`config.mk`:
```
export PLATFORM = sky130hd
export DESIGN_NAME = tmc_timer_main_counter
export DESIGN_NICKNAME = d
export VERILOG_FILES = /design/src/tmc_pkg.sv /design/src/tmc_timer_main_counter.sv
export SDC_FILE = /design/constraint.sdc
export NUM_CORES = 1
export LEC_CHECK = 0
export ABC_CLOCK_PERIOD_IN_PS = 5000
export BUFFER_PORTS_ARGS = -buffer_cell sky130_fd_sc_hd__buf_2
export CORE_MARGIN = 2
export CORE_UTILIZATION = 55
export DETAILED_ROUTE_END_ITERATION = 8
export PLACE_DENSITY = 0.86
export SETUP_SLACK_MARGIN = 0.15
export SLEW_MARGIN = 20
export SYNTH_ARGS = -nofsm -noshare
export SYNTH_HDL_FRONTEND = slang
export SYNTH_SLANG_ARGS = --single-unit
```
`constraint.sdc`:
```
create_clock -name clk_sys -period 5 [get_ports clk_sys]
set_clock_uncertainty 0.05 [all_clocks]
set_input_delay 0.5 -clock clk_sys [delete_from_list [all_inputs] [get_ports clk_sys]]
set_output_delay 0.5 -clock clk_sys [all_outputs]
set_load 0.01 [all_outputs]
```
`src/tmc_pkg.sv`:
```
// Package for the timer main counter: register map, fields and types
package tmc_pkg;
  localparam logic [3:0] ADDR_CTRL = 4'h0;
  localparam logic [3:0] ADDR_CNT  = 4'h4;
  localparam logic [3:0] ADDR_MOD  = 4'h8;
  localparam int CTRL_CLKSEL = 0;
  localparam int CTRL_CPWM   = 2;
  localparam int CTRL_OVIE   = 3;
  localparam int CTRL_OVF    = 7;
  localparam logic [1:0] SRC_OFF = 2'h0;
  localparam logic [1:0] SRC_BUS = 2'h1;
  localparam logic [1:0] SRC_FIX = 2'h2;
  localparam logic [1:0] SRC_EXT = 2'h3;
  localparam logic [15:0] CNT_RESET = 16'h0000;
  localparam logic [15:0] MOD_RESET = 16'h0000;
  localparam logic [15:0] CNT_FULL  = 16'hFFFF;
  localparam logic [1:0] RESP_OKAY   = 2'h0;
  localparam logic [1:0] RESP_SLVERR = 2'h2;
  typedef struct packed {
    logic       overflowIe;
    logic       centerAligned;
    logic [1:0] clockSourceSelect;
  } tmc_ctrl_t;
endpackage

```
`src/tmc_timer_main_counter.sv`:
```
// Timer main counter with AXI4-Lite register slave
`timescale 1ns/10ps
module tmc_timer_main_counter #(
  parameter int ADDR_W = 4
) (
  input  wire logic              clk_sys,
  input  wire logic              nrst,
  input  wire logic              debugActive,
  input  wire logic              stopMode,
  input  wire logic              fixedFrequencyClock,
  input  wire logic              channelZeroPin,
  input  wire logic [ADDR_W-1:0] s_axi_awaddr,
  input  wire logic              s_axi_awvalid,
  output logic                   s_axi_awready,
  input  wire logic [31:0]       s_axi_wdata,
  input  wire logic [3:0]        s_axi_wstrb,
  input  wire logic              s_axi_wvalid,
  output logic                   s_axi_wready,
  output logic [1:0]             s_axi_bresp,
  output logic                   s_axi_bvalid,
  input  wire logic              s_axi_bready,
  input  wire logic [ADDR_W-1:0] s_axi_araddr,
  input  wire logic              s_axi_arvalid,
  output logic                   s_axi_arready,
  output logic [31:0]            s_axi_rdata,
  output logic [1:0]             s_axi_rresp,
  output logic                   s_axi_rvalid,
  input  wire logic              s_axi_rready,
  output logic                   overflowIrq,
  output logic [15:0]            counterValue
);
  // Offsets decode on four address bits, so narrower buses cannot work
  if (ADDR_W < 4) begin : g_addr_check
    $error("ADDR_W must be at least 4");
  end

  tmc_pkg::tmc_ctrl_t ctrl;
  logic [15:0] modulusValue;
  logic        counterOverflowFlag;
  logic        countDown;
  logic        flagSeen;
  logic        fixPrev;
  logic        pinPrev;
  logic        tick;
  logic [15:0] terminal;
  logic        wrap;
  logic        reverse;
  logic        ovfEvent;
  logic        haveAw;
  logic        haveW;
  logic [ADDR_W-1:0] awAddr;
  logic [31:0] wData;
  logic [3:0]  wStrb;
  logic        doWrite;
  logic        wrOk;
  logic        wrCnt;
  logic        wrCtrl;
  logic        rdCtrl;

  // Edge memory for the slow clock sources
  always_ff @(posedge clk_sys or negedge nrst) begin
    if (!nrst) begin
      fixPrev <= 1'b0;
      pinPrev <= 1'b0;
    end else begin
      fixPrev <= fixedFrequencyClock;
      pinPrev <= channelZeroPin;
    end
  end

  // Counting tick: one bus cycle per rising edge of the chosen source
  always_comb begin
    case (ctrl.clockSourceSelect)
      tmc_pkg::SRC_BUS: tick = 1'b1;
      tmc_pkg::SRC_FIX: tick = fixedFrequencyClock & ~fixPrev;
      tmc_pkg::SRC_EXT: tick = channelZeroPin & ~pinPrev;
      default:          tick = 1'b0;
    endcase
    if (debugActive || stopMode) begin
      tick = 1'b0;
    end
  end

  // Terminal count: zero modulus means free running to all ones
  assign terminal = (modulusValue == tmc_pkg::MOD_RESET) ? tmc_pkg::CNT_FULL : modulusValue;
  assign wrap     = tick && !ctrl.centerAligned && counterValue == terminal;
  assign reverse  = tick && ctrl.centerAligned && !countDown && counterValue >= terminal;
  assign ovfEvent = wrap || reverse;

  // Write path: address and data captured in either order
  assign doWrite = haveAw && haveW && !s_axi_bvalid;
  assign wrOk    = awAddr[3:2] != 2'b11 && awAddr[1:0] == 2'b00;
  assign wrCnt   = doWrite && awAddr[3:0] == tmc_pkg::ADDR_CNT;
  assign wrCtrl  = doWrite && awAddr[3:0] == tmc_pkg::ADDR_CTRL;
  assign rdCtrl  = s_axi_arvalid && s_axi_arready && s_axi_araddr[3:0] == tmc_pkg::ADDR_CTRL;

  always_ff @(posedge clk_sys or negedge nrst) begin
    if (!nrst) begin
      haveAw        <= 1'b0;
      haveW         <= 1'b0;
      awAddr        <= '0;
      wData         <= 32'h0000_0000;
      wStrb         <= 4'h0;
      s_axi_awready <= 1'b1;
      s_axi_wready  <= 1'b1;
      s_axi_bvalid  <= 1'b0;
      s_axi_bresp   <= tmc_pkg::RESP_OKAY;
    end else begin
      if (s_axi_awvalid && s_axi_awready) begin
        haveAw        <= 1'b1;
        awAddr        <= s_axi_awaddr;
        s_axi_awready <= 1'b0;
      end
      if (s_axi_wvalid && s_axi_wready) begin
        haveW        <= 1'b1;
        wData        <= s_axi_wdata;
        wStrb        <= s_axi_wstrb;
        s_axi_wready <= 1'b0;
      end
      if (doWrite) begin
        haveAw       <= 1'b0;
        haveW        <= 1'b0;
        s_axi_bvalid <= 1'b1;
        s_axi_bresp  <= wrOk ? tmc_pkg::RESP_OKAY : tmc_pkg::RESP_SLVERR;
      end
      if (s_axi_bvalid && s_axi_bready) begin
        s_axi_bvalid  <= 1'b0;
        s_axi_awready <= 1'b1;
        s_axi_wready  <= 1'b1;
      end
    end
  end

  // Control and modulus registers
  always_ff @(posedge clk_sys or negedge nrst) begin
    if (!nrst) begin
      ctrl         <= '0;
      modulusValue <= tmc_pkg::MOD_RESET;
    end else if (doWrite) begin
      if (wStrb[0] && awAddr[3:0] == tmc_pkg::ADDR_CTRL) begin
        ctrl.clockSourceSelect <= wData[tmc_pkg::CTRL_CLKSEL +: 2];
        ctrl.centerAligned     <= wData[tmc_pkg::CTRL_CPWM];
        ctrl.overflowIe        <= wData[tmc_pkg::CTRL_OVIE];
      end
      // Each byte lane lands on its own strobe
      if (wStrb[0] && awAddr[3:0] == tmc_pkg::ADDR_MOD) begin
        modulusValue[7:0] <= wData[7:0];
      end
      if (wStrb[1] && awAddr[3:0] == tmc_pkg::ADDR_MOD) begin
        modulusValue[15:8] <= wData[15:8];
      end
    end
  end

  // Main counter and direction
  always_ff @(posedge clk_sys or negedge nrst) begin
    if (!nrst) begin
      counterValue <= tmc_pkg::CNT_RESET;
      countDown    <= 1'b0;
    end else if (wrCnt && wStrb[1:0] != 2'b00) begin
      counterValue <= tmc_pkg::CNT_RESET;
      countDown    <= 1'b0;
    end else if (tick) begin
      if (!ctrl.centerAligned) begin
        counterValue <= wrap ? tmc_pkg::CNT_RESET : counterValue + 16'h0001;
        countDown    <= 1'b0;
      end else if (reverse) begin
        counterValue <= counterValue - 16'h0001;
        countDown    <= 1'b1;
      end else if (countDown && counterValue == tmc_pkg::CNT_RESET) begin
        // zero held one tick then up
        counterValue <= 16'h0001;
        countDown    <= 1'b0;
      end else begin
        counterValue <= countDown ? counterValue - 16'h0001 : counterValue + 16'h0001;
      end
    end
  end

  // Overflow flag: set beats clear so no event is lost
  always_ff @(posedge clk_sys or negedge nrst) begin
    if (!nrst) begin
      counterOverflowFlag <= 1'b0;
      flagSeen            <= 1'b0;
    end else begin
      if (rdCtrl) begin
        flagSeen <= counterOverflowFlag;
      end
      if (ovfEvent) begin
        counterOverflowFlag <= 1'b1;
      end else if (wrCtrl && wStrb[0] && flagSeen && !wData[tmc_pkg::CTRL_OVF]) begin
        counterOverflowFlag <= 1'b0;
        flagSeen            <= 1'b0;
      end
    end
  end

  // Interrupt request follows the flag one cycle later
  always_ff @(posedge clk_sys or negedge nrst) begin
    if (!nrst) begin
      overflowIrq <= 1'b0;
    end else begin
      overflowIrq <= counterOverflowFlag && ctrl.overflowIe;
    end
  end

  // Read path: one read at a time, answer one cycle after address
  always_ff @(posedge clk_sys or negedge nrst) begin
    if (!nrst) begin
      s_axi_arready <= 1'b1;
      s_axi_rvalid  <= 1'b0;
      s_axi_rdata   <= 32'h0000_0000;
      s_axi_rresp   <= tmc_pkg::RESP_OKAY;
    end else if (s_axi_arvalid && s_axi_arready) begin
      s_axi_arready <= 1'b0;
      s_axi_rvalid  <= 1'b1;
      s_axi_rresp   <= tmc_pkg::RESP_OKAY;
      case (s_axi_araddr[3:0])
        tmc_pkg::ADDR_CTRL: s_axi_rdata <= {24'h00_0000, counterOverflowFlag, 3'b000,
                                            ctrl.overflowIe, ctrl.centerAligned,
                                            ctrl.clockSourceSelect};
        tmc_pkg::ADDR_CNT:  s_axi_rdata <= {16'h0000, counterValue};
        tmc_pkg::ADDR_MOD:  s_axi_rdata <= {16'h0000, modulusValue};
        default: begin
          s_axi_rdata <= 32'h0000_0000;
          s_axi_rresp <= tmc_pkg::RESP_SLVERR;
        end
      endcase
    end else if (s_axi_rvalid && s_axi_rready) begin
      s_axi_rvalid  <= 1'b0;
      s_axi_arready <= 1'b1;
    end
  end

  // Checks on counter behaviour
  // reset state
  a_reset_source_off: assert property (@(posedge clk_sys) $rose(nrst) |-> ctrl.clockSourceSelect == 2'h0)
    else $error("clock source not off after reset");
  a_debug_hold: assert property (@(posedge clk_sys) disable iff (!nrst)
    debugActive && !wrCnt |=> $stable(counterValue))
    else $error("counter moved in debug");
  a_stop_hold: assert property (@(posedge clk_sys) disable iff (!nrst)
    stopMode && !wrCnt |=> $stable(counterValue))
    else $error("counter moved in stop");
  a_up_wrap: assert property (@(posedge clk_sys) disable iff (!nrst)
    wrap && !wrCnt |=> counterValue == 16'h0000)
    else $error("up counter did not wrap");
  a_wrap_flag: assert property (@(posedge clk_sys) disable iff (!nrst)
    wrap |=> counterOverflowFlag)
    else $error("flag missing on wrap");
  a_reverse_flag: assert property (@(posedge clk_sys) disable iff (!nrst)
    reverse && !wrCnt |=> counterOverflowFlag && countDown)
    else $error("flag missing on reversal");
  a_irq_level: assert property (@(posedge clk_sys) disable iff (!nrst)
    1'b1 |=> overflowIrq == ($past(counterOverflowFlag) && $past(ctrl.overflowIe)))
    else $error("request does not follow flag");
  a_manual_clear: assert property (@(posedge clk_sys) disable iff (!nrst)
    wrCnt && wStrb[1:0] != 2'b00 |=> counterValue == 16'h0000 && !countDown)
    else $error("counter write did not clear");
  a_bottom_turn: assert property (@(posedge clk_sys) disable iff (!nrst)
    tick && ctrl.centerAligned && countDown && counterValue == 16'h0000 && !wrCnt
    |=> counterValue == 16'h0001 && !countDown)
    else $error("no turn at zero");
  // flag kept unless armed by a read
  a_flag_keep: assert property (@(posedge clk_sys) disable iff (!nrst)
    counterOverflowFlag && !flagSeen |=> counterOverflowFlag)
    else $error("flag cleared without a read");
endmodule

```
Word-level counts from Yosys, hierarchy flattened
Index checks and enable logic that the tools add are counted.
Storage, ports and cells
  register bits: 107
  input bits: 55
  output and inout port bits: 58
Operators by class
  $add $sub $neg: 2
  magnitude comparators: 1
  eq/ne operators: 10
  muxes and demuxes: 37
  bitwise gates (word level): 4
  reduce and logical (&&, ||, !) cells: 50
Operator list (count)
  2-to-1 mux 16 bit: 8
  case mux 16 bit (3 select lines): 1
  zero test 16 bit: 2
  logical AND 1 bit: 25
  2-to-1 mux 1 bit: 25
  nonzero test 2 bit: 9
  adder 16 x 1 -> 16 bit, second input constant: 1
  == test 16 bit: 1
  >= comparator 16 bit: 1
  subtractor 16 x 1 -> 16 bit, second input constant: 1
  == test 4 x 3 -> 1 bit, second input constant: 2
  == test 4 bit, second input constant: 2
  zero test 4 bit: 2
  AND reduction 2 bit: 4
  == test 2 bit, second input constant: 2
  zero test 1 bit: 4
  2-to-1 mux 2 bit: 2
  != test 4 x 1 -> 1 bit, second input constant: 1
  case mux 1 bit (3 select lines): 1
  OR reduction 3 bit: 1
  bitwise AND 1 bit: 2
  == test 2 x 1 -> 1 bit, second input constant: 1
  zero test 2 bit: 1
  logical OR 1 bit: 2
  other kinds (2): 3

Logic depth before layout (Yosys ltp)
  depth after elaboration: 11
  mapped depth: 14
  mapped depth without buffers: 11

Least setup slack after synthesis
OpenSTA, ideal clock, no wires.
  path type: flip-flop to flip-flop
  start: reg modulusValue[9]
  end: reg counterValue[12]
  library setup time: 101 ps
  arrival: 3324 ps
  path slack: 1525 ps
  stages on the path, launching flop included: 15
  path buffers: 3
  path through: dfrtp_1 > nor4_1 > and4_1 > clkbuf_1 > clkbuf_1 > nor2_1 > ha_1 > and3_1 > a221o_1 > a32oi_2 > a311oi_1 > clkbuf_1 > a221oi_1 > a21oi_1 > o32ai_1
Between the ends
  word-level cells in the longest chain between the ends: 8
RTL lines
  start, declared: RTL line tmc_timer_main_counter.sv:38  | logic [15:0] modulusValue;
  start signal, assigned: RTL line tmc_timer_main_counter.sv:138  | modulusValue <= tmc_pkg::MOD_RESET;
  start signal, assigned: RTL line tmc_timer_main_counter.sv:150  | modulusValue[15:8] <= wData[15:8];
  zero test 16 bit: RTL line tmc_timer_main_counter.sv:85  | assign terminal = (modulusValue == tmc_pkg::MOD_RESET) ? tmc_pkg::CNT_FULL : modulusValue;
  2-to-1 mux 16 bit (*): RTL line tmc_timer_main_counter.sv:85
  >= comparator 16 bit or == test 16 bit (tied branches): RTL line tmc_timer_main_counter.sv:87, tmc_timer_main_counter.sv:86
  logical AND 1 bit (on tied branches): RTL line tmc_timer_main_counter.sv:87, tmc_timer_main_counter.sv:86
  2-to-1 mux 16 bit (on tied branches): RTL line tmc_timer_main_counter.sv:167, tmc_timer_main_counter.sv:165
  2-to-1 mux 16 bit (*): RTL line tmc_timer_main_counter.sv:164  | if (!ctrl.centerAligned) begin
  2-to-1 mux 16 bit (*): RTL line tmc_timer_main_counter.sv:163  | end else if (tick) begin
  2-to-1 mux 16 bit (*): RTL line tmc_timer_main_counter.sv:160  | end else if (wrCnt && wStrb[1:0] != 2'b00) begin
  end signal, assigned: RTL line tmc_timer_main_counter.sv:161  | counterValue <= tmc_pkg::CNT_RESET;
  end signal, assigned: RTL line tmc_timer_main_counter.sv:165  | counterValue <= wrap ? tmc_pkg::CNT_RESET : counterValue + 16'h0001;
  end signal, assigned: RTL line tmc_timer_main_counter.sv:168  | counterValue <= counterValue - 16'h0001;
  end, declared: RTL line tmc_timer_main_counter.sv:30  | output logic [15:0] counterValue
Mark *: on every way between the ends. The rest lies on a longest branch, timed or not. The select of a mux whose other input is x is not followed.
A chain may end at the register's enable or synchronous reset.

Worst setup path after layout
  start: reg modulusValue[3]
  end: reg counterValue[3]
The elaborated chain is that of the path after synthesis.

==> out/results.ini <==
[yosys]
synth_edf_count=0
synth_xor_area_frac=0.0166
ys_ff_latch=89
postSynthCellCount=529
muxShareOfSynthArea=0.102
synth.most_common_cell=dfrtp_1
yosys_warnings=0
ys_top_cells_by_count=dfrtp_1, nand2_1, mux2_2, o21ai_0, nor2_1
yosys.area_share.simple=0.165
dominantRegCellSynth=dfrtp_1
avgSynthCellArea_sq_um=9.95
netlist_area_sq_um=5270
synth_cell_types=75
synth-adder-area-share=0.0428
async_flop_share=1.00
synth.yosys.seq_area_share=0.424
yosysTopAreaCell=dfrtp_1
synth-compound-area-share=0.173
synth_top_family_by_area=compound AO/OA/AOI/OAI gates
ys_top_cells_by_area=dfrtp_1, mux2_2, ha_1
synth_top_area_share=0.409

[sta]
fmax_ghz=0.233
finalWorstSetupSlack_ns=0.700
setup_viol=0
tightest_slew_ns=1.11
min_period_over_period=0.860
finalCriticalPeriod_ns=4.30
slew_violations=0
hold_viol=0
fin_tns_setup_ns=0
rsz0062_at_grt=no
slew-limit-headroom=0.260

[cts]
cts.sinks=89
hold_buffers=0
clockRootBuffer=clkbuf_8
htreeDepth=3
cts_made_buffers=9
clock_latency_ns=0.37
cts_tree=built
ctsLongestPathBuffers=2
path_clk_slew_ns=0.09
cts_setup_buffers=0
cts_resized=0

[critical_path]
critical_path_required_ns=5.19
start_kind=flip-flop
r2r_cells=12
end_kind=flip-flop
r2r_end=counterValue[3]$_DFFE_PN0P_
timing.rr.start=modulusValue[3]$_DFFE_PN0P_
crit_fanout=16
path_class=reg2reg
cp.arrival_ns=4.49
r2r_slack_ns=0.70
cp-startpoint=modulusValue[3]$_DFFE_PN0P_

[die]
initial_core_util=0.567
coreArea_sq_um=9280
die_area_sq_um=10400
ios=113
rows=35
die_h_microns=102
die_w_microns=102

[pwr]
power.density_nw_per_um2=543
leakagePower_nw=2.70
ir_drop_mv=0.315
combPwrFrac=0.452
p_sw_frac=0.423
pwr-share-seq=0.379
p_sw_mw=1.33
clkPwrFrac=0.169
p_int_mw=1.81
design_power_total_mw=3.14

[global_route]
grt_pass1_wl_microns=21300
met3_usage=0.0657
met2_usage=0.423
grt.overflow.total=0
grt_max_degree=90
first_global_vias=4373
grt-busiest-layer=met2
use_met1=0.352
antenna_found_initial=0
grtUsageTotal=0.265

[route]
ant_nets=0
drt-total-wl_microns=13500
num_vias=4520
viasPerCell=6.24
dr.pass1.iters=5
drc_errors=0
routedWlPerCell_microns=18.7
drt_iter0_drc=468

[place]
io_buffers=76
post-place-ws_ns=0.891
gp_congestion=0.931
dp_hpwl_microns=9450
dp.cells=708

[final_layout]
final_cells=724
drive_above_1_share=0.281
area_delta_synth_final_pct=10.1
num-nets-final=663
num_antenna_cells=0

[min_path]
hp-class=in2async

[job]
cap_violations=0

[status]
status=completed

==> per-stage QoR <==
step	instance area, sq um	util	hold WS [ns]
after floorplan	5330	-	0.154
after global placement	5580	0.601	0.410
after detailed placement	5580	0.601	0.423
after CTS	5790	0.624	0.187
after global routing	5800	0.624	0.190
final	5800	0.624	0.121
==> flip-flops by register name, summed over array words and instances (netlist names), 2 cells and up <==
signal / count
wStrb: 2
awAddr: 4
wData: 16
ctrl: 4
modulusValue: 16
counterValue: 16
s_axi_rdata: 16
==> per-layer routing <==
layer | vias up | share of wire | routed length [microns]
li1 | 2035 | - | -
met1 | 2224 | 0.42 | 5710
met2 | 224 | 0.48 | 6450
met3 | 37 | 0.077 | 1040
met4 | 0 | 0.023 | 308
met5 | - | 0 | 0
==> power groups by stage <==
stage / Combinational (mW) / Clock [mW] / Sequential (mW)
floorplan: 1.12 / 0 / 1.10
global placement: 1.29 / 0 / 1.18
detailed placement: 1.38 / 0 / 1.19
CTS: 1.40 / 0.538 / 1.18
global route: 1.57 / 0.563 / 1.21
finish: 1.42 / 0.530 / 1.19
==> worst max path at each step <==
| stage | end | slack [ns] |
|---|---|---|
| detailed placement | counterValue[3]$_DFFE_PN0P_ | 0.89 |
| floorplan | counterValue[12]$_DFFE_PN0P_ | 1.53 |
| global route | counterValue[3]$_DFFE_PN0P_ | 0.50 |
| CTS | counterValue[3]$_DFFE_PN0P_ | 0.82 |
| global placement | counterValue[3]$_DFFE_PN0P_ | 1.06 |
| finish | counterValue[3]$_DFFE_PN0P_ | 0.70 |
==> cell usage in the layout (no fill, tap or decap), types with 5 or more instances in the layout <==
cell type,synthesis,final
inv_1,15,15
buf_4,19,6
xnor2_1,6,6
conb_1,1,18
a31oi_1,5,5
dfrtp_1,86,86
ha_1,18,18
nand2_1,55,55
nand4_1,7,7
buf_2,1,75
nor3_1,16,16
o21ai_0,35,35
a22oi_1,18,18
mux2_2,45,45
nand3_1,16,16
a21oi_1,25,25
nor4_1,5,5
clkbuf_8,5,10
a311oi_1,5,5
nor2_1,32,32
==> logic make-up after synthesis <==
logic type                 Yosys count
and+or+nand+nor                    166
AOI/OAI and AO/OA                  133
buffers and inverters               64
muxes                               48
adders and majority gates           18
xor gates and xnor gates            10
other                                1
DFF                                 89
==> layout make-up <==
| class | instances | area, sq um |
|---|---|---|
| clock buffers | 10 | 138 |
| flip-flops and latches | 89 | 2230 |
| fillers | 739 | 3490 |
| repair buffers | 82 | 432 |
| multi-input cells | 393 | 2700 |
| inverters | 15 | 56.3 |
| clock inverters | 6 | 75.1 |
| well taps | 129 | 161 |
==> worst max-delay path: stages, from the launching register on <==
cell       delay, ns
dfrtp_1         0.43
nor4_1          0.36
and4_1          0.63
nor2_1          0.12
ha_1            0.33
and3_1          0.19
a221o_1         0.34
a32oi_2         0.32
a2111oi_2       0.13
buf_4           0.23
or2_0           0.48
a311oi_1        0.45
mux2i_1         0.12
Note: power is estimated with default switching activity, not from simulation.
